`src/shared/dptrg_pkg.sv`:
```
// Package with register map, field layouts and constants for the drum pattern trigger
// Operation
// - Pattern zero disables, others select presets
// - Add signed transpose within plus/minus 24
// - Immediate mode: on starts, off stops
// - Key mode: on arms, note-on starts
// - Immediate mode saves control as off
// - Unlatched: note-off of trigger key stops
// - Latched: only control off stops
// - Trigger key must lie in range
// - Trigger velocity must lie in range
// - Input channel fixed or follow-track
// - Song mode uses per-song input channel; here the song bit is unused and CHAN applies
// - Output channel fixed or follow-track
// - External send only for outward statuses
// - Sync defers start to beat
// - Sync off starts at once
// - Sequencer notes never trigger
// - Generated notes passed to recorder
// - Local off: keyboard ignored, MIDI triggers
// - Song playing aligns to next measure
package dptrg_pkg;

    // ------------------------------------------------------------
    // Register offsets (byte addresses)
    // ------------------------------------------------------------
    localparam logic [7:0] DPTRG_CTRL_ADDR = 8'h00;    // Mode and enable bits
    localparam logic [7:0] DPTRG_PATT_ADDR = 8'h04;    // Pattern and transpose
    localparam logic [7:0] DPTRG_ZONE_ADDR = 8'h08;    // Key and velocity zone
    localparam logic [7:0] DPTRG_CHAN_ADDR = 8'h0c;    // Channels
    localparam logic [7:0] DPTRG_STAT_ADDR = 8'h10;    // Player status, read only
    localparam logic [7:0] DPTRG_SAVE_ADDR = 8'h14;    // Saved control image, read only
    localparam logic [7:0] DPTRG_TSTAT_ADDR = 8'h18;   // Track status codes, two bits each

    // ------------------------------------------------------------
    // Control field positions
    // ------------------------------------------------------------
    localparam int DPTRG_CTRL_ON_BIT = 0;      // Player control switch
    localparam int DPTRG_CTRL_KEYMODE_BIT = 1; // Key-trigger mode
    localparam int DPTRG_CTRL_SYNC_BIT = 2;    // Trigger sync
    localparam int DPTRG_CTRL_LATCH_BIT = 3;   // Latch
    localparam int DPTRG_CTRL_LOCAL_BIT = 4;   // Local keyboard coupled
    localparam int DPTRG_CTRL_SONG_BIT = 5;    // Song mode context

    // ------------------------------------------------------------
    // Values after reset
    // ------------------------------------------------------------
    localparam logic [5:0] DPTRG_CTRL_RST = 6'h10;     // Local coupled, all else off
    localparam logic [9:0] DPTRG_PATT_RST = 10'h000;   // No pattern
    localparam logic [5:0] DPTRG_SHIFT_RST = 6'h00;    // No transpose
    localparam logic [6:0] DPTRG_KEY_BOT_RST = 7'h00;  // Note 0
    localparam logic [6:0] DPTRG_KEY_TOP_RST = 7'h7f;  // Note 127
    localparam logic [6:0] DPTRG_VEL_BOT_RST = 7'h01;  // Velocity 1
    localparam logic [6:0] DPTRG_VEL_TOP_RST = 7'h7f;  // Velocity 127
    localparam logic [4:0] DPTRG_CHAN_RST = 5'h10;     // Follow-track
    localparam logic [31:0] DPTRG_TSTAT_RST = 32'h0000_0000; // All internal

    // ------------------------------------------------------------
    // Ranges and encodings
    // ------------------------------------------------------------
    localparam logic [9:0] DPTRG_PATT_TOP = 10'h304;   // Index 772
    localparam logic signed [5:0] DPTRG_SHIFT_MAX = 6'sh18;  // +24
    localparam logic signed [5:0] DPTRG_SHIFT_MIN = -6'sh18; // -24
    localparam logic [4:0] DPTRG_CHAN_FOLLOW = 5'h10;  // Channel code for follow-track
    localparam logic [1:0] DPTRG_ST_INT = 2'h0;        // Internal only
    localparam logic [1:0] DPTRG_ST_BOTH = 2'h1;       // status_internal_and_outside
    localparam logic [1:0] DPTRG_ST_EXT = 2'h2;        // External
    localparam logic [1:0] DPTRG_ST_EXT2 = 2'h3;       // status_outside_second

    // Note source codes
    localparam logic [1:0] DPTRG_SRC_KEYS = 2'h0;      // Local keyboard
    localparam logic [1:0] DPTRG_SRC_MIDI = 2'h1;      // MIDI input
    localparam logic [1:0] DPTRG_SRC_SEQ = 2'h2;       // Internal song sequencer

    // Player states
    typedef enum logic [1:0] {
        DPTRG_IDLE,
        DPTRG_AWAIT_KEY_TRIGGER,
        DPTRG_PENDING,
        DPTRG_RUNNING
    } dptrg_state_t;

endpackage : dptrg_pkg

```
`src/core/dptrg_core.sv`:
```
// Drum pattern trigger and routing controller with APB register access
//
// The APB interface to the registers and the register offsets are this design's own decisions.
`timescale 1ns/1ps
`default_nettype none

module dptrg_core #(
    parameter int NTRK = 16                    // Number of tracks
) (
    input wire logic clk,                      // 25 MHz system clock
    input wire logic rst_n,                    // Asynchronous reset, active low
    input wire logic clk_en,                   // Freezes all state while low

    // APB slave
    input wire logic psel,                     // Slave select
    input wire logic penable,                  // Access phase
    input wire logic pwrite,                   // Write direction
    input wire logic [7:0] paddr,              // Byte address
    input wire logic [31:0] pwdata,            // Write data
    output logic [31:0] prdata,                // Read data
    output logic pready,                       // Ready at once for writes, one cycle into a read
    output logic pslverr,                      // Unmapped address error

    // Incoming notes
    input wire logic in_valid,                 // Note event strobe
    input wire logic [1:0] in_src,             // Source of the note
    input wire logic in_on,                    // Note-on when high, off when low
    input wire logic [3:0] in_chan,            // Channel, zero based
    input wire logic [6:0] in_note,            // Note number
    input wire logic [6:0] in_vel,             // Velocity

    // Song and tempo context
    input wire logic [3:0] sel_track_chan,     // Channel of the selected track
    input wire logic beat_tick,                // Beat pulse from tempo source
    input wire logic measure_tick,             // Measure start pulse
    input wire logic song_playing,             // Song playback running
    input wire logic recording,                // Realtime recording active

    // Pattern note stream from player storage
    input wire logic pat_valid,                // Pattern note strobe
    input wire logic pat_on,                   // Pattern note-on
    input wire logic [6:0] pat_note,           // Pattern stored note
    input wire logic [6:0] pat_vel,            // Pattern velocity

    // Outputs
    output logic running,                      // Pattern playing
    output logic [9:0] pattern_sel,            // Active preset, zero when none
    output logic out_valid,                    // Emitted note strobe
    output logic out_on,                       // Emitted note-on
    output logic [3:0] out_chan,               // Emitted channel
    output logic [6:0] out_note,               // Transposed note
    output logic [6:0] out_vel,                // Emitted velocity
    output logic out_ext,                      // Send to external MIDI output
    output logic rec_valid                     // Event passed to recorder
);

    // ------------------------------------------------------------
    // State record
    // ------------------------------------------------------------
    typedef struct packed {
        logic [5:0] ctrl;                      // Control bits
        logic [9:0] patt;                      // Pattern selection
        logic [5:0] shift;                     // Signed transpose
        logic [6:0] key_bot;                   // Key zone bottom
        logic [6:0] key_top;                   // Key zone top
        logic [6:0] vel_bot;                   // Velocity zone bottom
        logic [6:0] vel_top;                   // Velocity zone top
        logic [4:0] in_ch;                     // Input channel code
        logic [4:0] out_ch;                    // Output channel code
        logic [31:0] tstat;                    // Per-track status

        logic [6:0] trig_note;                 // Key that started the pattern
        dptrg_pkg::dptrg_state_t st;           // Player state
        logic [31:0] rdata;                    // Read data register
        logic rrdy; // Read data ready

        logic ovalid;                          // Output strobe
        logic oon;
        logic [3:0] och;
        logic [6:0] onote;
        logic [6:0] ovel;
        logic oext;
        logic orec;
    } dptrg_regs_t;

    dptrg_regs_t s_q;                          // Registered state
    dptrg_regs_t s_d;                          // Next state

    // ------------------------------------------------------------
    // Helpers
    // ------------------------------------------------------------
    // Resolve a channel code; follow-track reads the live selected track
    function automatic logic [3:0] dptrg_eff_chan(input logic [4:0] code,
                                                  input logic [3:0] trk);
        dptrg_eff_chan = (code == dptrg_pkg::DPTRG_CHAN_FOLLOW) ? trk : code[3:0];
    endfunction : dptrg_eff_chan

    // Clamp a written transpose into its legal span
    function automatic logic [5:0] dptrg_clamp_shift(input logic [5:0] v);
        logic signed [5:0] sv;
        sv = $signed(v);
        if (sv > dptrg_pkg::DPTRG_SHIFT_MAX) begin
            dptrg_clamp_shift = dptrg_pkg::DPTRG_SHIFT_MAX;
        end else if (sv < dptrg_pkg::DPTRG_SHIFT_MIN) begin
            dptrg_clamp_shift = dptrg_pkg::DPTRG_SHIFT_MIN;
        end else begin
            dptrg_clamp_shift = v;
        end
    endfunction : dptrg_clamp_shift

    // Velocity limits are 1..127; zero is lifted to one
    function automatic logic [6:0] dptrg_vel_lim(input logic [6:0] v);
        dptrg_vel_lim = (v == 7'h00) ? 7'h01 : v;
    endfunction : dptrg_vel_lim

    // ------------------------------------------------------------
    // Combinational decode
    // ------------------------------------------------------------
    logic wr_en;                               // APB write in access phase
    logic rd_en;                               // APB read in access phase
    logic addr_ok;                             // Address is mapped

    logic ctrl_on;                             // Player control after write
    logic ctrl_rise;                           // Control switched on
    logic ctrl_fall;                           // Control switched off

    logic src_ok;                              // Source may trigger
    logic chan_ok;                             // Channel matches
    logic zone_ok;                             // Key and velocity in zone
    logic trig_on;                             // Qualifying note-on
    logic trig_off;                            // Matching note-off of trigger key
    logic align;                               // Synced start point

    logic [3:0] in_eff;                        // Effective input channel
    logic [3:0] out_eff;                       // Effective output channel
    logic [1:0] trk_st;                        // Status of track on output channel
    logic [8:0] sum;                           // Transposed note, signed wide

    assign wr_en = psel && penable && pwrite;
    assign rd_en = psel && penable && !pwrite;

    assign addr_ok = (paddr == dptrg_pkg::DPTRG_CTRL_ADDR) ||
                     (paddr == dptrg_pkg::DPTRG_PATT_ADDR) ||
                     (paddr == dptrg_pkg::DPTRG_ZONE_ADDR) ||
                     (paddr == dptrg_pkg::DPTRG_CHAN_ADDR) ||
                     (paddr == dptrg_pkg::DPTRG_STAT_ADDR) ||
                     (paddr == dptrg_pkg::DPTRG_SAVE_ADDR) ||
                     (paddr == dptrg_pkg::DPTRG_TSTAT_ADDR);

    // Control transitions come from software writes to the control word
    assign ctrl_on = (wr_en && paddr == dptrg_pkg::DPTRG_CTRL_ADDR) ?
                     pwdata[dptrg_pkg::DPTRG_CTRL_ON_BIT] :
                     s_q.ctrl[dptrg_pkg::DPTRG_CTRL_ON_BIT];
    assign ctrl_rise = ctrl_on && !s_q.ctrl[dptrg_pkg::DPTRG_CTRL_ON_BIT];
    assign ctrl_fall = !ctrl_on && s_q.ctrl[dptrg_pkg::DPTRG_CTRL_ON_BIT];

    // Follow-track resolved every cycle, so a track change applies at once
    assign in_eff = dptrg_eff_chan(s_q.in_ch, sel_track_chan);
    assign out_eff = dptrg_eff_chan(s_q.out_ch, sel_track_chan);

    // Sequencer notes never qualify; keyboard only while local is coupled
    assign src_ok = (in_src == dptrg_pkg::DPTRG_SRC_MIDI) ||
                    (in_src == dptrg_pkg::DPTRG_SRC_KEYS &&
                     s_q.ctrl[dptrg_pkg::DPTRG_CTRL_LOCAL_BIT]);
    assign chan_ok = (in_chan == in_eff);
    assign zone_ok = (in_note >= s_q.key_bot) && (in_note <= s_q.key_top) &&
                     (in_vel >= s_q.vel_bot) && (in_vel <= s_q.vel_top);
    assign trig_on = in_valid && in_on && src_ok && chan_ok && zone_ok;
    assign trig_off = in_valid && !in_on && src_ok && chan_ok &&
                      (in_note == s_q.trig_note);

    // Song playing waits for a measure, otherwise the next beat
    assign align = song_playing ? measure_tick : beat_tick;

    // Status lookup for the track on the output channel
    assign trk_st = s_q.tstat[{out_eff, 1'b0} +: 2];
    assign sum = {2'b00, pat_note} + {{3{s_q.shift[5]}}, s_q.shift};

    // ------------------------------------------------------------
    // Next-state logic
    // ------------------------------------------------------------
    always_comb begin
        s_d = s_q;
        s_d.ovalid = 1'b0;
        s_d.orec = 1'b0;

        // Register writes
        if (wr_en) begin
            unique case (paddr)
                dptrg_pkg::DPTRG_CTRL_ADDR: begin
                    s_d.ctrl = pwdata[5:0];
                end
                dptrg_pkg::DPTRG_PATT_ADDR: begin
                    // Out-of-range selections fall back to no pattern
                    s_d.patt = (pwdata[9:0] > dptrg_pkg::DPTRG_PATT_TOP) ?
                               dptrg_pkg::DPTRG_PATT_RST : pwdata[9:0];
                    s_d.shift = dptrg_clamp_shift(pwdata[21:16]);
                end
                dptrg_pkg::DPTRG_ZONE_ADDR: begin
                    s_d.key_bot = pwdata[6:0];
                    s_d.key_top = pwdata[14:8];
                    s_d.vel_bot = dptrg_vel_lim(pwdata[22:16]);
                    s_d.vel_top = dptrg_vel_lim(pwdata[30:24]);
                end
                dptrg_pkg::DPTRG_CHAN_ADDR: begin
                    s_d.in_ch = pwdata[4:0];
                    s_d.out_ch = pwdata[12:8];
                end
                dptrg_pkg::DPTRG_TSTAT_ADDR: begin
                    s_d.tstat = pwdata;
                end
                default: begin
                    // Read-only or unmapped: write ignored
                end
            endcase
        end

        // Player sequencing
        unique case (s_q.st)
            dptrg_pkg::DPTRG_IDLE: begin
                if (ctrl_rise && s_q.patt != dptrg_pkg::DPTRG_PATT_RST) begin
                    // Mode taken from this write
                    if (s_d.ctrl[dptrg_pkg::DPTRG_CTRL_KEYMODE_BIT]) begin
                        s_d.st = dptrg_pkg::DPTRG_AWAIT_KEY_TRIGGER;
                    end else if (s_d.ctrl[dptrg_pkg::DPTRG_CTRL_SYNC_BIT]) begin
                        s_d.st = dptrg_pkg::DPTRG_PENDING;
                    end else begin
                        s_d.st = dptrg_pkg::DPTRG_RUNNING;
                    end
                end
            end

            dptrg_pkg::DPTRG_AWAIT_KEY_TRIGGER: begin
                if (ctrl_fall) begin
                    s_d.st = dptrg_pkg::DPTRG_IDLE;
                end else if (trig_on) begin
                    s_d.trig_note = in_note;
                    s_d.st = s_q.ctrl[dptrg_pkg::DPTRG_CTRL_SYNC_BIT] ?
                             dptrg_pkg::DPTRG_PENDING :
                             dptrg_pkg::DPTRG_RUNNING;
                end
            end

            dptrg_pkg::DPTRG_PENDING: begin
                if (ctrl_fall) begin
                    s_d.st = dptrg_pkg::DPTRG_IDLE;
                end else if (s_q.ctrl[dptrg_pkg::DPTRG_CTRL_KEYMODE_BIT] &&
                             !s_q.ctrl[dptrg_pkg::DPTRG_CTRL_LATCH_BIT] && trig_off) begin
                    // Key released before the beat: back to armed
                    s_d.st = dptrg_pkg::DPTRG_AWAIT_KEY_TRIGGER;
                end else if (align) begin
                    s_d.st = dptrg_pkg::DPTRG_RUNNING;
                end
            end

            dptrg_pkg::DPTRG_RUNNING: begin
                if (ctrl_fall) begin
                    s_d.st = dptrg_pkg::DPTRG_IDLE;
                end else if (s_q.ctrl[dptrg_pkg::DPTRG_CTRL_KEYMODE_BIT] &&
                             !s_q.ctrl[dptrg_pkg::DPTRG_CTRL_LATCH_BIT] && trig_off) begin
                    // Unlatched key mode rearms on release
                    s_d.st = dptrg_pkg::DPTRG_AWAIT_KEY_TRIGGER;
                end
            end
        endcase

        // Emit pattern notes while running
        if (s_q.st == dptrg_pkg::DPTRG_RUNNING && pat_valid) begin
            s_d.ovalid = 1'b1;
            s_d.oon = pat_on;
            s_d.och = out_eff;
            // Notes pushed outside 0..127 are pinned to the edge
            s_d.onote = sum[8] ? 7'h00 : (sum[7] ? 7'h7f : sum[6:0]);
            s_d.ovel = pat_vel;
            s_d.oext = (trk_st != dptrg_pkg::DPTRG_ST_INT);
            s_d.orec = recording;
        end

        // Read data
        s_d.rdata = 32'h0000_0000;
        // Ready one cycle into a read
        s_d.rrdy = rd_en && !s_q.rrdy;
        if (rd_en) begin
            unique case (paddr)
                dptrg_pkg::DPTRG_CTRL_ADDR: s_d.rdata = {26'h0, s_q.ctrl};
                dptrg_pkg::DPTRG_PATT_ADDR: s_d.rdata = {10'h0, s_q.shift, 6'h0, s_q.patt};
                dptrg_pkg::DPTRG_ZONE_ADDR: begin
                    s_d.rdata = {1'b0, s_q.vel_top, 1'b0, s_q.vel_bot,
                                 1'b0, s_q.key_top, 1'b0, s_q.key_bot};
                end
                dptrg_pkg::DPTRG_CHAN_ADDR: s_d.rdata = {19'h0, s_q.out_ch, 3'h0, s_q.in_ch};
                dptrg_pkg::DPTRG_STAT_ADDR: s_d.rdata = {23'h0, s_q.trig_note, s_q.st};
                dptrg_pkg::DPTRG_SAVE_ADDR: begin
                    // Immediate mode always saves the switch as off
                    s_d.rdata = {26'h0, s_q.ctrl[5:1],
                                 s_q.ctrl[dptrg_pkg::DPTRG_CTRL_ON_BIT] &&
                                 s_q.ctrl[dptrg_pkg::DPTRG_CTRL_KEYMODE_BIT]};
                end
                dptrg_pkg::DPTRG_TSTAT_ADDR: s_d.rdata = s_q.tstat;
                default: s_d.rdata = 32'h0000_0000;
            endcase
        end
    end

    // ------------------------------------------------------------
    // State register
    // ------------------------------------------------------------
    always_ff @(posedge clk or negedge rst_n) begin
        if (!rst_n) begin
            s_q <= '{ctrl: dptrg_pkg::DPTRG_CTRL_RST, patt: dptrg_pkg::DPTRG_PATT_RST,
                     shift: dptrg_pkg::DPTRG_SHIFT_RST,
                     key_bot: dptrg_pkg::DPTRG_KEY_BOT_RST,
                     key_top: dptrg_pkg::DPTRG_KEY_TOP_RST,
                     vel_bot: dptrg_pkg::DPTRG_VEL_BOT_RST,
                     vel_top: dptrg_pkg::DPTRG_VEL_TOP_RST,
                     in_ch: dptrg_pkg::DPTRG_CHAN_RST, out_ch: dptrg_pkg::DPTRG_CHAN_RST,
                     tstat: dptrg_pkg::DPTRG_TSTAT_RST, trig_note: 7'h00,
                     st: dptrg_pkg::DPTRG_IDLE, rdata: 32'h0000_0000,
                     ovalid: 1'b0, oon: 1'b0, och: 4'h0, onote: 7'h00,
                     ovel: 7'h00, oext: 1'b0, orec: 1'b0, rrdy: 1'b0};
        end else if (clk_en) begin
            s_q <= s_d;
        end
    end

    // ------------------------------------------------------------
    // Outputs
    // ------------------------------------------------------------
    assign prdata = s_q.rdata;
    // Read data is registered, so a read access takes two access cycles
    assign pready = pwrite || s_q.rrdy;
    assign pslverr = psel && penable && pready && !addr_ok;

    assign running = (s_q.st == dptrg_pkg::DPTRG_RUNNING);
    assign pattern_sel = running ? s_q.patt : dptrg_pkg::DPTRG_PATT_RST;

    assign out_valid = s_q.ovalid;
    assign out_on = s_q.oon;
    assign out_chan = s_q.och;
    assign out_note = s_q.onote;
    assign out_vel = s_q.ovel;
    assign out_ext = s_q.oext && s_q.ovalid;
    assign rec_valid = s_q.orec && s_q.ovalid;

endmodule : dptrg_core

`default_nettype wire

```
`config.mk`:
```
export PLATFORM = sky130hd
export DESIGN_NAME = dptrg_core
export DESIGN_NICKNAME = d
export VERILOG_FILES = /design/src/shared/dptrg_pkg.sv /design/src/core/dptrg_core.sv
export SDC_FILE = /design/constraint.sdc
export NUM_CORES = 1
export LEC_CHECK = 0
export BUFFER_PORTS_ARGS = -buffer_cell sky130_fd_sc_hd__buf_2
export CAP_MARGIN = 20
export CORE_MARGIN = 5
export CORE_UTILIZATION = 45
export DETAILED_ROUTE_END_ITERATION = 10
export GPL_TIMING_DRIVEN = 0
export PLACE_DENSITY = 0.8
export SLEW_MARGIN = 20
export SYNTH_ARGS = -nofsm -noshare
export SYNTH_HDL_FRONTEND = slang
export SYNTH_SLANG_ARGS = --single-unit
export TNS_END_PERCENT = 20
```
`constraint.sdc`:
```
create_clock -name clk -period 2.2 [get_ports clk]
set_input_delay 0.44 -clock clk [delete_from_list [all_inputs] [get_ports clk]]
set_output_delay 0.44 -clock clk [all_outputs]
set_load 0.05 [all_outputs]
```
---- Yosys cells after proc, flatten, opt, wreduce, memory -nomap -nowiden ----
Index checks and enable logic that the tools add are counted.
cells by class
  reduce and logical (&&, ||, !) cells .... 58
  eq/ne operators ......................... 18
  shift-type cells ........................ 1
  bitwise gates (word level) .............. 1
  muxes and demuxes ....................... 33
  $add $sub $neg .......................... 1
  order comparisons ....................... 7
operators by type and width
  cell                  count
  $pmux 32 s7           1
  $mux 89               1
  $mux 32               2
  $shiftx 32x6->2       1
  $mux 10               3
  $logic_and 1x1->1     28
  $mux 28               1
  $mux 7                4
  $eq 8x5->1 const B    3
  $mux 22               1
  $mux 2                9
  $eq 8x4->1 const B    2
  $mux 16               1
  $reduce_and 3->1      5
  $ge 7x7->1            2
  $le 7x7->1            2
  $logic_not 7->1       2
  $mux 6                2
  $eq 5x5->1 const B    2
  $gt 10x10->1 const B  1
  $reduce_bool 10->1    1
  $add 8x6->9           1
  $eq 8x3->1 const B    1
  $logic_not 8->1       1
  22 further kinds      42
storage, ports and cells
  logic and storage cells ................. 141
  flip-flop bits (word level) ............. 156
  input bits .............................. 92
  output and inout bits ................... 67

---- Logic depth before layout (Yosys ltp) ----
Gate-level depths: netlist of run 1.
  depth after elaboration ................. 10
  mapped depth ............................ 10

---- Worst setup path before layout of run 1 ----
OpenSTA, ideal clock, no wires.
  path kind ............................... input to register
  start point ............................. in pat_note[0]
  end point ............................... reg s_q, in the netlist out_note[6]
  stages .................................. 10
  library setup time ...................... 141 ps
  data required time ...................... 2,059 ps
  slack ................................... -162 ps
  arrival ................................. 2,221 ps
  cell sequence ........................... ha_1 -> inv_1 -> fa_1 -> nor2b_1 -> o21ai_0 -> a21boi_0 -> o221ai_1 -> mux2i_1 -> nand2b_1 -> o211ai_1
between the ends
  cells in the longest elaborated chain, start to end .. 3
ends and longest elaborated chain
  item                    RTL line           RTL
  start: declaration      dptrg_core.sv:42   input wire logic [6:0] pat_note,
  $add 8x6->9 *           dptrg_core.sv:177  assign sum = {2'b00, pat_note} + {{3{s_q.shift[5]}}, s_q.shift};
  $mux 7                  dptrg_core.sv:273  s_d.onote = sum[8] ? 7'h00 : (sum[7] ? 7'h7f : sum[6:0]);
  $mux 7 *                dptrg_core.sv:273
  end signal: assignment  dptrg_core.sv:310  s_q <= '{ctrl: dptrg_pkg::DPTRG_CTRL_RST, patt: dptrg_pkg::DPTRG_PATT_RST,
  end: declaration        dptrg_core.sv:86   dptrg_regs_t s_q;
Mark *: on every way between the ends. The rest lies on a longest branch, timed or not.
A chain may end at the register's enable or synchronous reset.

---- Worst setup path after layout of run 1 ----
  start point ............................. reg s_q[109] (netlist name)
  end point ............................... reg s_q[58] (netlist name)
between the ends
  cells in the longest elaborated chain, start to end .. 4
ends and longest elaborated chain
  item                        RTL line           RTL
  $le 7x7->1                  dptrg_core.sv:167  (in_vel >= s_q.vel_bot) && (in_vel <= s_q.vel_top);
  $logic_and 1x1->1           dptrg_core.sv:167
  $logic_and 1x1->1           dptrg_core.sv:168  assign trig_on = in_valid && in_on && src_ok && chan_ok && zone_ok;
  $reduce_and 4->1 (no line)  -
No other way between the ends.

==> metrics, run 1 <==
CORE AREA 18,800 um2; clock network power share 0.444; total clock buffers created by CTS 17; most frequent cells in the layout buf_2 (165), dfrtp_1 (138), inv_1 (78); Max IR drop VDD 0.543 mV; vias per cell 5.68; gr usage total 0.242; syn_area_per_cell 9.96 um2; HPWL Detailed 19.4 mm; final design utilization 0.576; crit path kind flip-flop to flip-flop; final worst-path setup slack -0.420 ns; Worst Setup SP s_q[109]; Seq cells post-synth 156; Slew HR 0.516; Routed WL 27.2 mm; Data required, critical path 2.53 ns; CP endpoint kind flip-flop; Reg power frac 0.433; final cycle utilization of the critical path 1.19; Int Pwr 5.05 mW; Mapped Nets 997; Reg-to-Reg Start s_q[109]; PD cells 635 nW/um2; Synth async-reset ratio 1.00; H-tree levels 4; CP max FO 3; leakage power 5.32 nW; CTS Sinks 156; share of cells above drive strength 1 0.389; DR WL/cell 20.3 um; Critical Path Source Type flip-flop; cell count after synthesis 867; Met3 Wirelength 2.54 mm; die area 22,100 um2; Residual DRC 0; largest net degree at the start of global routing 83; Final min period 2.62 ns; Met2 Routed Length 12.9 mm; Rows 50; Worst path slowest cell dfstp_2; Most common cell on crit path nand4_1; CTS tree built; arrival time at the worst endpoint 2.95 ns; Yosys Warn Count 0; area grow syn2layout 25.7%; Max Slew Vio Count 0; Max Clock Skew 0.00730 ns; hold crit path type input pin to asynchronous set/reset pin; Worst-Margin Slew 0.726 ns; setup slack at placement -0.721 ns; fmax 382 MHz; Chip Width 149 um; Initial Util 0.459; commonest non-fill, non-tap cell in the layout buf_2; post-route insts no fill 1,341; sequential share of the synthesized area 0.455; Iter 0 DRT Violations 722; Reg clk slew, reported paths 0.06 ns; share of total power in combinational logic 0.123; initial antenna violation count 2; Post-Syn Area 8630 um2; outcome finished, violations left; WL met1 10.9 mm; first-pass iteration count of the detailed router 9; Tot Pwr 6.89 mW; first-pass GRT wire length 41.3 mm; max-cap viol count 0; Post-DRT Antenna Nets 0; Die H 149 um; Post-synth EDFFs 0; Sw Ratio 0.267; count of unique library cells instantiated by Yosys 62; Worst Reg-to-Reg Cells 11; Final setup viols 15; Final Hold Fails 39; gr ovfl total 0; CP max stage delay 0.54 ns; vias in the first global route 7,468; # hold bufs at CTS 0; later-pin clock latency in the skew report 0.44 ns; placed cell count 1,284; failing checks hold timing, setup timing; crit path cell chain inv_2 > ha_4 > nand4_1 > nor2_1 > a21oi_2 > a211oi_2 > nand4_1 > buf_6 > nor4_4 > buf_4 > mux2_4; IO Pins 159; Top Metal Used met5; Bufs on Longest Clock Path 2; port buffer count 156; worst hold slack -0.0145 ns; main flop type after synthesis dfrtp_1; gpl congestion 0.925; total number of vias 7,616; reg-to-reg slack, setup -0.42 ns; Nets 1,197; Switch Pwr 1.84 mW; Root Buffer clkbuf_16; RSZ-0062 raised after global routing yes
## critical path: cells and delay by family (launching register included)
family,cells,cell delay [ns]
and+or+nand+nor,4,0.71
DFF,1,0.54
buffers and inverters,3,0.43
muxes,1,0.30
AOI/OAI and AO/OA,2,0.29
adders and majority gates,1,0.26
## worst paths after layout
path | end
hold / removal | out_note[5]
setup reg to reg | s_q[58]
hold reg to reg | out_note[4]
min in group clk | s_q[125]
max in group asynchronous | s_q[126]
setup / recovery | s_q[58]
## flip-flops by register name, summed over array words and instances, names as in the netlist
name       flops
out_valid      1
s_q          104
out_vel        7
out_on         1
out_note       7
out_chan       4
prdata        32
## synthesized netlist by cell type, types with 4 or more instances
| library cell | number | area (um2) |
|---|---|---|
| o21ai_0 | 68 | 340 |
| dfstp_2 | 18 | 473 |
| inv_1 | 82 | 308 |
| a22oi_1 | 20 | 150 |
| nor4_1 | 5 | 31.3 |
| nand2_1 | 68 | 255 |
| o22ai_1 | 31 | 194 |
| dfrtp_1 | 138 | 3450 |
| o221ai_1 | 4 | 35.0 |
| buf_4 | 53 | 398 |
| o31ai_1 | 6 | 45.0 |
| nand2b_1 | 5 | 31.3 |
| nand3_1 | 16 | 80.1 |
| a22o_1 | 12 | 105 |
| nand4_1 | 7 | 43.8 |
| clkbuf_1 | 23 | 86.3 |
| a21oi_1 | 23 | 115 |
| a222oi_1 | 12 | 120 |
| nor3_1 | 24 | 120 |
| ha_1 | 37 | 463 |
| nor2_1 | 36 | 135 |
| mux2_2 | 70 | 788 |
| xnor2_1 | 11 | 96.3 |
| a31oi_1 | 4 | 25.0 |
| and3_1 | 14 | 87.6 |
| xor2_1 | 4 | 35.0 |
| buf_2 | 10 | 50.1 |
| nor2b_1 | 7 | 43.8 |
## cells by family after synthesis
kind of cell,count (synthesis),synth area share
simple gates,213,0.128
compound gates,201,0.151
buf+inv,170,0.0984
flops,156,0.455
mux,74,0.0961
fa+ha+maj,38,0.0559
xor+xnor,15,0.0152
## power by group through the flow
stage	clock (mW)	combinational, mW	sequential, mW
after CTS	3.07	0.820	2.98
after detailed placement	0	0.793	3.04
after global routing	3.19	0.909	2.99
after floorplan	0	0.461	3.04
after global placement	0	0.770	3.03
final	3.06	0.845	2.98
## per-stage QoR
step	TNS, ns	instance area (um2)
2_1_floorplan	-0.500	8640
3_3_place_gp	-294.42	9750
3_5_place_dp	-63.64	9790
4_1_cts	-3.20	10700
5_1_grt	-4.43	10900
6_report	-3.35	10900
## cell type report
| cell class | count | area (um2) |
|---|---|---|
| fillers | 1581 | 7980 |
| clock inverters | 14 | 169 |
| multi-input cells | 541 | 4120 |
| diodes | 1 | 2.50 |
| flip-flops and latches | 156 | 3930 |
| clock buffers | 18 | 439 |
| inverters | 82 | 308 |
| well taps | 260 | 325 |
| plain buffers | 88 | 552 |
| repair buffers | 181 | 1010 |
## metal layers
metal / track usage / vias to the layer above
li1: - / 3458
met1: 0.313 / 3660
met2: 0.399 / 418
met3: 0.0603 / 78
met4: 0.0794 / 2
met5: 0 / -
## timing repair
| item | in CTS | in global routing |
|---|---|---|
| pin swaps | 15 | 20 |
| setup endpoints to repair | 96 | 126 |
| resized for setup | 37 | 33 |
| buffers inserted | 17 | 7 |
Note: power is estimated with default switching activity, not from simulation.
==> run 2, diff against run 1 <==
--- a/config.mk
+++ b/config.mk
@@ -5,13 +5,14 @@
 export SDC_FILE = /design/constraint.sdc
 export NUM_CORES = 1
 export LEC_CHECK = 0
+export ABC_AREA = 1
 export BUFFER_PORTS_ARGS = -buffer_cell sky130_fd_sc_hd__buf_2
 export CAP_MARGIN = 20
 export CORE_MARGIN = 5
 export CORE_UTILIZATION = 45
 export DETAILED_ROUTE_END_ITERATION = 10
 export GPL_TIMING_DRIVEN = 0
-export PLACE_DENSITY = 0.8
+export PLACE_DENSITY = 0.78
 export SLEW_MARGIN = 20
 export SYNTH_ARGS = -nofsm -noshare
 export SYNTH_HDL_FRONTEND = slang
==> constraint.sdc (replaced) <==
create_clock -name clk -period 2.75 [get_ports clk]
set_input_delay 0.55 -clock clk [delete_from_list [all_inputs] [get_ports clk]]
set_output_delay 0.55 -clock clk [all_outputs]
set_load 0.05 [all_outputs]
==> run 2 against run 1 <==
Net effect: the flow now finishes without violations; clock skew is 0.00080 ns lower; count of clock-buffer cells in the layout is 4 higher; worst hold slack gained 0.063 ns; sequential power is 15% lower; global-route usage shrank 0.23 points; sequential cell count did not move; clock power fell by 26%; final area down 2.7%; area after synthesis rose by 2.3%; power decreased by 5.5%; critical path type is now input pin to primary output; largest cell class is now flip-flops and latches; largest power group is now sequential cells.
==> metrics, run 2 <==
Max IR drop VDD 0.371 mV; fmax 407 MHz; Final min period 2.46 ns; later-pin clock latency in the skew report 0.43 ns; share of cells above drive strength 1 0.237; final design utilization 0.544; syn_area_per_cell 7.98 um2; RSZ-0062 raised after global routing no; Rows 51; total number of vias 8,197; vias in the first global route 7,858; post-route insts no fill 1,563; # hold bufs at CTS 0; footprint of the multi-input gates 3850 um2; vias per cell 5.24; Bufs on Longest Clock Path 2; total negative slack 0 ns; CTS tree built; crit path kind input pin to primary output; Final Hold Fails 0; Data required, critical path 2.20 ns; gpl congestion 0.991; Nets 1,415; cell with the most instances after synthesis nand2_1; biggest area consumer among synthesized cells dfrtp_1; outcome completed; PD cells 617 nW/um2; IO Pins 159; arrival time at the worst endpoint 1.91 ns; Iter 0 DRT Violations 789; commonest non-fill, non-tap cell in the layout nand2_1; HPWL Detailed 20.6 mm; Post-CTS Setup Inserts 0; hold crit path type input pin to asynchronous set/reset pin; Synth async-reset ratio 1.00; n_diodes 0; cell count after synthesis 1,107; CTS Sinks 156; Post-Syn Area 8840 um2; Yosys Warn Count 0; Initial Util 0.456; Root Buffer clkbuf_16; port buffer count 158; CP endpoint kind primary output; Biggest register s_q; most frequent cells in the layout nand2_1 (302), buf_2 (172), dfrtp_1 (138); Max Clock Skew 0.00650 ns; DR WL/cell 17.0 um; die area 22,500 um2; gr ovfl total 0; CP max FO 3; initial antenna violation count 0; placed cell count 1,531; max-cap viol count 0; Largest register FFs 104; count of cells resized by post-cts repair 0; Max Slew Vio Count 0; final cycle utilization of the critical path 0.894; first-pass iteration count of the detailed router 7; Synth top cells by count nand2_1 (302), dfrtp_1 (138), inv_1 (132); Worst-Margin Slew 0.913 ns; synth top area cells dfrtp_1 (39%), nand2_1 (13%), inv_1 (5.6%), dfstp_2 (5.4%), ha_1 (5.2%); FF+latch area 3930 um2; Reg clk slew, reported paths 0.06 ns; H-tree levels 4; main flop type after synthesis dfrtp_1; Residual DRC 0; Post-DRT Antenna Nets 0; first-pass GRT wire length 41.7 mm; largest net degree at the start of global routing 94; sequential share of the synthesized area 0.444; Critical Path Source Type input pin; Chip Width 150 um; Mapped Nets 1,237; Post-synth EDFFs 0; CORE AREA 19,400 um2; total clock buffers created by CTS 17; area grow syn2layout 19.4%; Slew HR 0.383; layout filler cell count 1,829; Routed WL 26.6 mm; Final setup viols 0; top cell type's share of synthesized area 0.391; Tot Pwr 6.51 mW; leakage power 5.53 nW; Seq cells post-synth 156; count of unique library cells instantiated by Yosys 48; Die H 150 um; gr usage total 0.240
[run 2: changes by cell type after synthesis, sizes merged, moves of 11 or more]
cell / previous run / this run
a222oi: 12 / 0
a22oi: 20 / 2
and3: 14 / 3
inv: 82 / 141
mux2: 71 / 1
nand2: 69 / 310
nand3: 16 / 48
nand4: 7 / 21
nor2: 37 / 70
nor3: 26 / 5
o21ai: 68 / 116
[run 2: worst paths after layout]
kind	from	end	slack [ns]	depth (start not counted)
worst max register to register	s_q[112]	s_q[63]	0.46	13
worst min register to register	s_q[111]	s_q[111]	0.48	2
min in group clk	pat_vel[0]	out_vel[0]	0.32	3
worst max-delay path	paddr[2]	pslverr	0.29	6
worst min-delay path	rst_n	s_q[93]	0.05	1
max in group asynchronous	rst_n	s_q[105]	1.86	2
[run 2: cells by family after synthesis]
group | count (synthesis) | share of synthesized area
DFF | 156 | 0.444
xor gates and xnor gates | 13 | 0.0129
adders and majority gates | 38 | 0.0547
AOI/OAI and AO/OA | 215 | 0.143
muxes | 1 | 0.00127
buffers and inverters | 225 | 0.120
and+or+nand+nor | 459 | 0.224
[run 2: layer usage]
layer | up-vias | wire length, um | GRT usage | part of all wire
li1 | 3929 | - | - | -
met1 | 3848 | 11300 | 0.326 | 0.43
met2 | 364 | 12400 | 0.385 | 0.47
met3 | 56 | 2170 | 0.0470 | 0.081
met4 | 0 | 682 | 0.0814 | 0.026
met5 | - | 0 | 0 | 0
[run 2: area by class of cell]
| type | count | area share |
|---|---|---|
| inverters | 142 | 0.0505 |
| multi-input cells | 726 | 0.365 |
| plain buffers | 83 | 0.0502 |
| clock inverters | 10 | 0.00866 |
| flip-flops and latches | 156 | 0.372 |
| well taps | 265 | 0.0314 |
| clock buffers | 22 | 0.0440 |
| repair buffers | 159 | 0.0785 |
[run 2: report_power, final]
group	switching (mW)	internal [mW]
combinational	1.21	0.507
sequential	0.0936	2.45
clock	0.957	1.29
[run 2: per-stage QoR]
stage / area (um2) / hold WS [ns] / setup slack, ns
2_1_floorplan: 8840 / 0.254 / 0.138
3_3_place_gp: 9960 / 0.462 / -1.20
3_5_place_dp: 10000 / 0.467 / 0.282
4_1_cts: 10600 / 0.0763 / 0.282
5_1_grt: 10600 / 0.0873 / 0.231
6_report: 10600 / 0.0487 / 0.290
[run 2: critical path: stages]
cell,delay (ns)
buf_2,0.13
inv_1,0.08
o311ai_1,0.57
inv_1,0.09
nor3_1,0.18
buf_2,0.31
==> run 3, diff against run 2 <==
--- a/config.mk
+++ b/config.mk
@@ -12,7 +12,7 @@
 export CORE_UTILIZATION = 45
 export DETAILED_ROUTE_END_ITERATION = 10
 export GPL_TIMING_DRIVEN = 0
-export PLACE_DENSITY = 0.78
+export PLACE_DENSITY = 0.66
 export SLEW_MARGIN = 20
 export SYNTH_ARGS = -nofsm -noshare
 export SYNTH_HDL_FRONTEND = slang
==> run 3 against run 2 <==
Net effect: count of clock-buffer cells in the layout fell by 2; global-route usage rose by 0.16 points; clock power rose by 14%; final area rose by 0.82%; final cell count did not move; core utilization rose by 0.45 points; clock skew rose by 0.0022 ns; sequential share of layout area fell by 0.30 points.
==> metrics, run 3 (synthesized netlist as in run 2, its figures left out) <==
largest net degree at the start of global routing 90; Tot Pwr 6.84 mW; H-tree levels 4; HPWL Detailed 21.0 mm; Die H 150 um; Root Buffer clkbuf_16; reg-to-reg slack, setup 0.45 ns; vias per cell 5.14; Area after DPL 10000 um2; n_diodes 0; crit path cell chain nand2_1 > clkbuf_1 > nor2_1 > buf_2; gpl congestion 0.926; count of cells resized by post-cts repair 0; share of cells above drive strength 1 0.239; Bufs on Longest Clock Path 2; Largest register FFs 104; CORE AREA 19,400 um2; Final min period 2.39 ns; most frequent cells in the layout nand2_1 (302), buf_2 (172), dfrtp_1 (138); Biggest register s_q; Worst path slowest cell dfrtp_1; crit path kind flip-flop to primary output; PD cells 643 nW/um2; CTS Sinks 156; # hold bufs at CTS 0; total number of vias 8,037; Iter 0 DRT Violations 571; placed cell count 1,531; final design utilization 0.548; vias in the first global route 7,594; Residual DRC 0; Chip Width 150 um; CP endpoint kind primary output; RSZ-0062 raised after global routing no; post-route insts no fill 1,563; Slew HR 0.395; worst hold slack 0.0634 ns; port buffer count 158; hold crit path type input pin to asynchronous set/reset pin; Post-CTS Setup Inserts 0; Critical Path Source Type flip-flop; Worst-Margin Slew 0.896 ns; first-pass GRT wire length 41.9 mm; Critical R2R Capture s_q[59]; fmax 419 MHz; arrival time at the worst endpoint 1.84 ns; Final Hold Fails 0; Worst Reg-to-Reg Cells 14; Rows 51; gr ovfl total 0; Reg clk slew, reported paths 0.07 ns; Routed WL 27.1 mm; Reg-to-Reg Start s_q[108]; post-route cell area 10,600 um2; Max IR drop VDD 0.445 mV; Max Slew Vio Count 0; area grow syn2layout 20.4%; layout filler cell count 1,927; Final setup viols 0; final cycle utilization of the critical path 0.868; max-cap viol count 0; commonest non-fill, non-tap cell in the layout nand2_1; Max Clock Skew 0.00869 ns; Nets 1,415; IO Pins 159; Initial Util 0.456; CP max FO 10; first-pass iteration count of the detailed router 7; later-pin clock latency in the skew report 0.43 ns; Post-DRT Antenna Nets 0; gr usage total 0.241; die area 22,500 um2; leakage power 5.57 nW; Data required, critical path 2.20 ns; DR WL/cell 17.3 um; CP max stage delay 0.48 ns; total clock buffers created by CTS 17; initial antenna violation count 0; CTS tree built; outcome completed
run 3: changes by cell type in the layout (fill, tap and decap cells not counted), sizes merged:
cell	previous run	this run
clkinvlp	5	4
clkbuf	37	35
bufinv	1	4
inv	142	143
clkinv	4	3
run 3: area by class of cell:
| type | instances | area (um2) | share of cell area |
|---|---|---|---|
| Timing Repair Buffer | 159 | 828 | 0.0779 |
| Tap cell | 265 | 332 | 0.0312 |
| Sequential cell | 156 | 3930 | 0.369 |
| Buffer | 83 | 529 | 0.0497 |
| Inverter | 142 | 533 | 0.0501 |
| Clock inverter | 12 | 185 | 0.0174 |
| Clock buffer | 20 | 457 | 0.0429 |
| Multi-Input combinational cell | 726 | 3850 | 0.362 |
run 3: critical path: cells and delay by family (launching register included):
family	cells	cell delay, ns
flops	1	0.48
buf+inv	2	0.55
simple gates	2	0.37
run 3: how the worst max path moves through the flow:
stage / start / to / slack, ns / cells past startpoint
after floorplan: paddr[2] / pslverr / 0.14 / 4
after global placement: rst_n / prdata[1] / -1.31 / 1
after detailed placement: in_vel[2] / s_q[59] / 0.32 / 14
after CTS: s_q[56] / pattern_sel[2] / 0.37 / 4
after global routing: s_q[56] / pattern_sel[6] / 0.23 / 4
final: s_q[56] / pattern_sel[8] / 0.36 / 4
run 3: power by group:
part	switching [mW]	internal, mW
Sequential	0.0966	2.45
Clock	0.993	1.58
Combinational	1.22	0.506
Total	2.31	4.53
run 3: metrics by stage:
stage / setup slack [ns] / setup TNS [ns]
3_3_place_gp: -1.31 / -185.81
4_1_cts: 0.372 / 0
5_1_grt: 0.228 / 0
3_5_place_dp: 0.316 / 0
6_report: 0.364 / 0
2_1_floorplan: 0.138 / 0
run 3: per-layer routing:
metal	vias to the layer above	GRT usage	share of wire
met4	0	0.0686	0.020
met1	3751	0.353	0.45
met3	35	0.0415	0.082
met2	303	0.371	0.44
li1	3948	-	-
met5	-	0	0
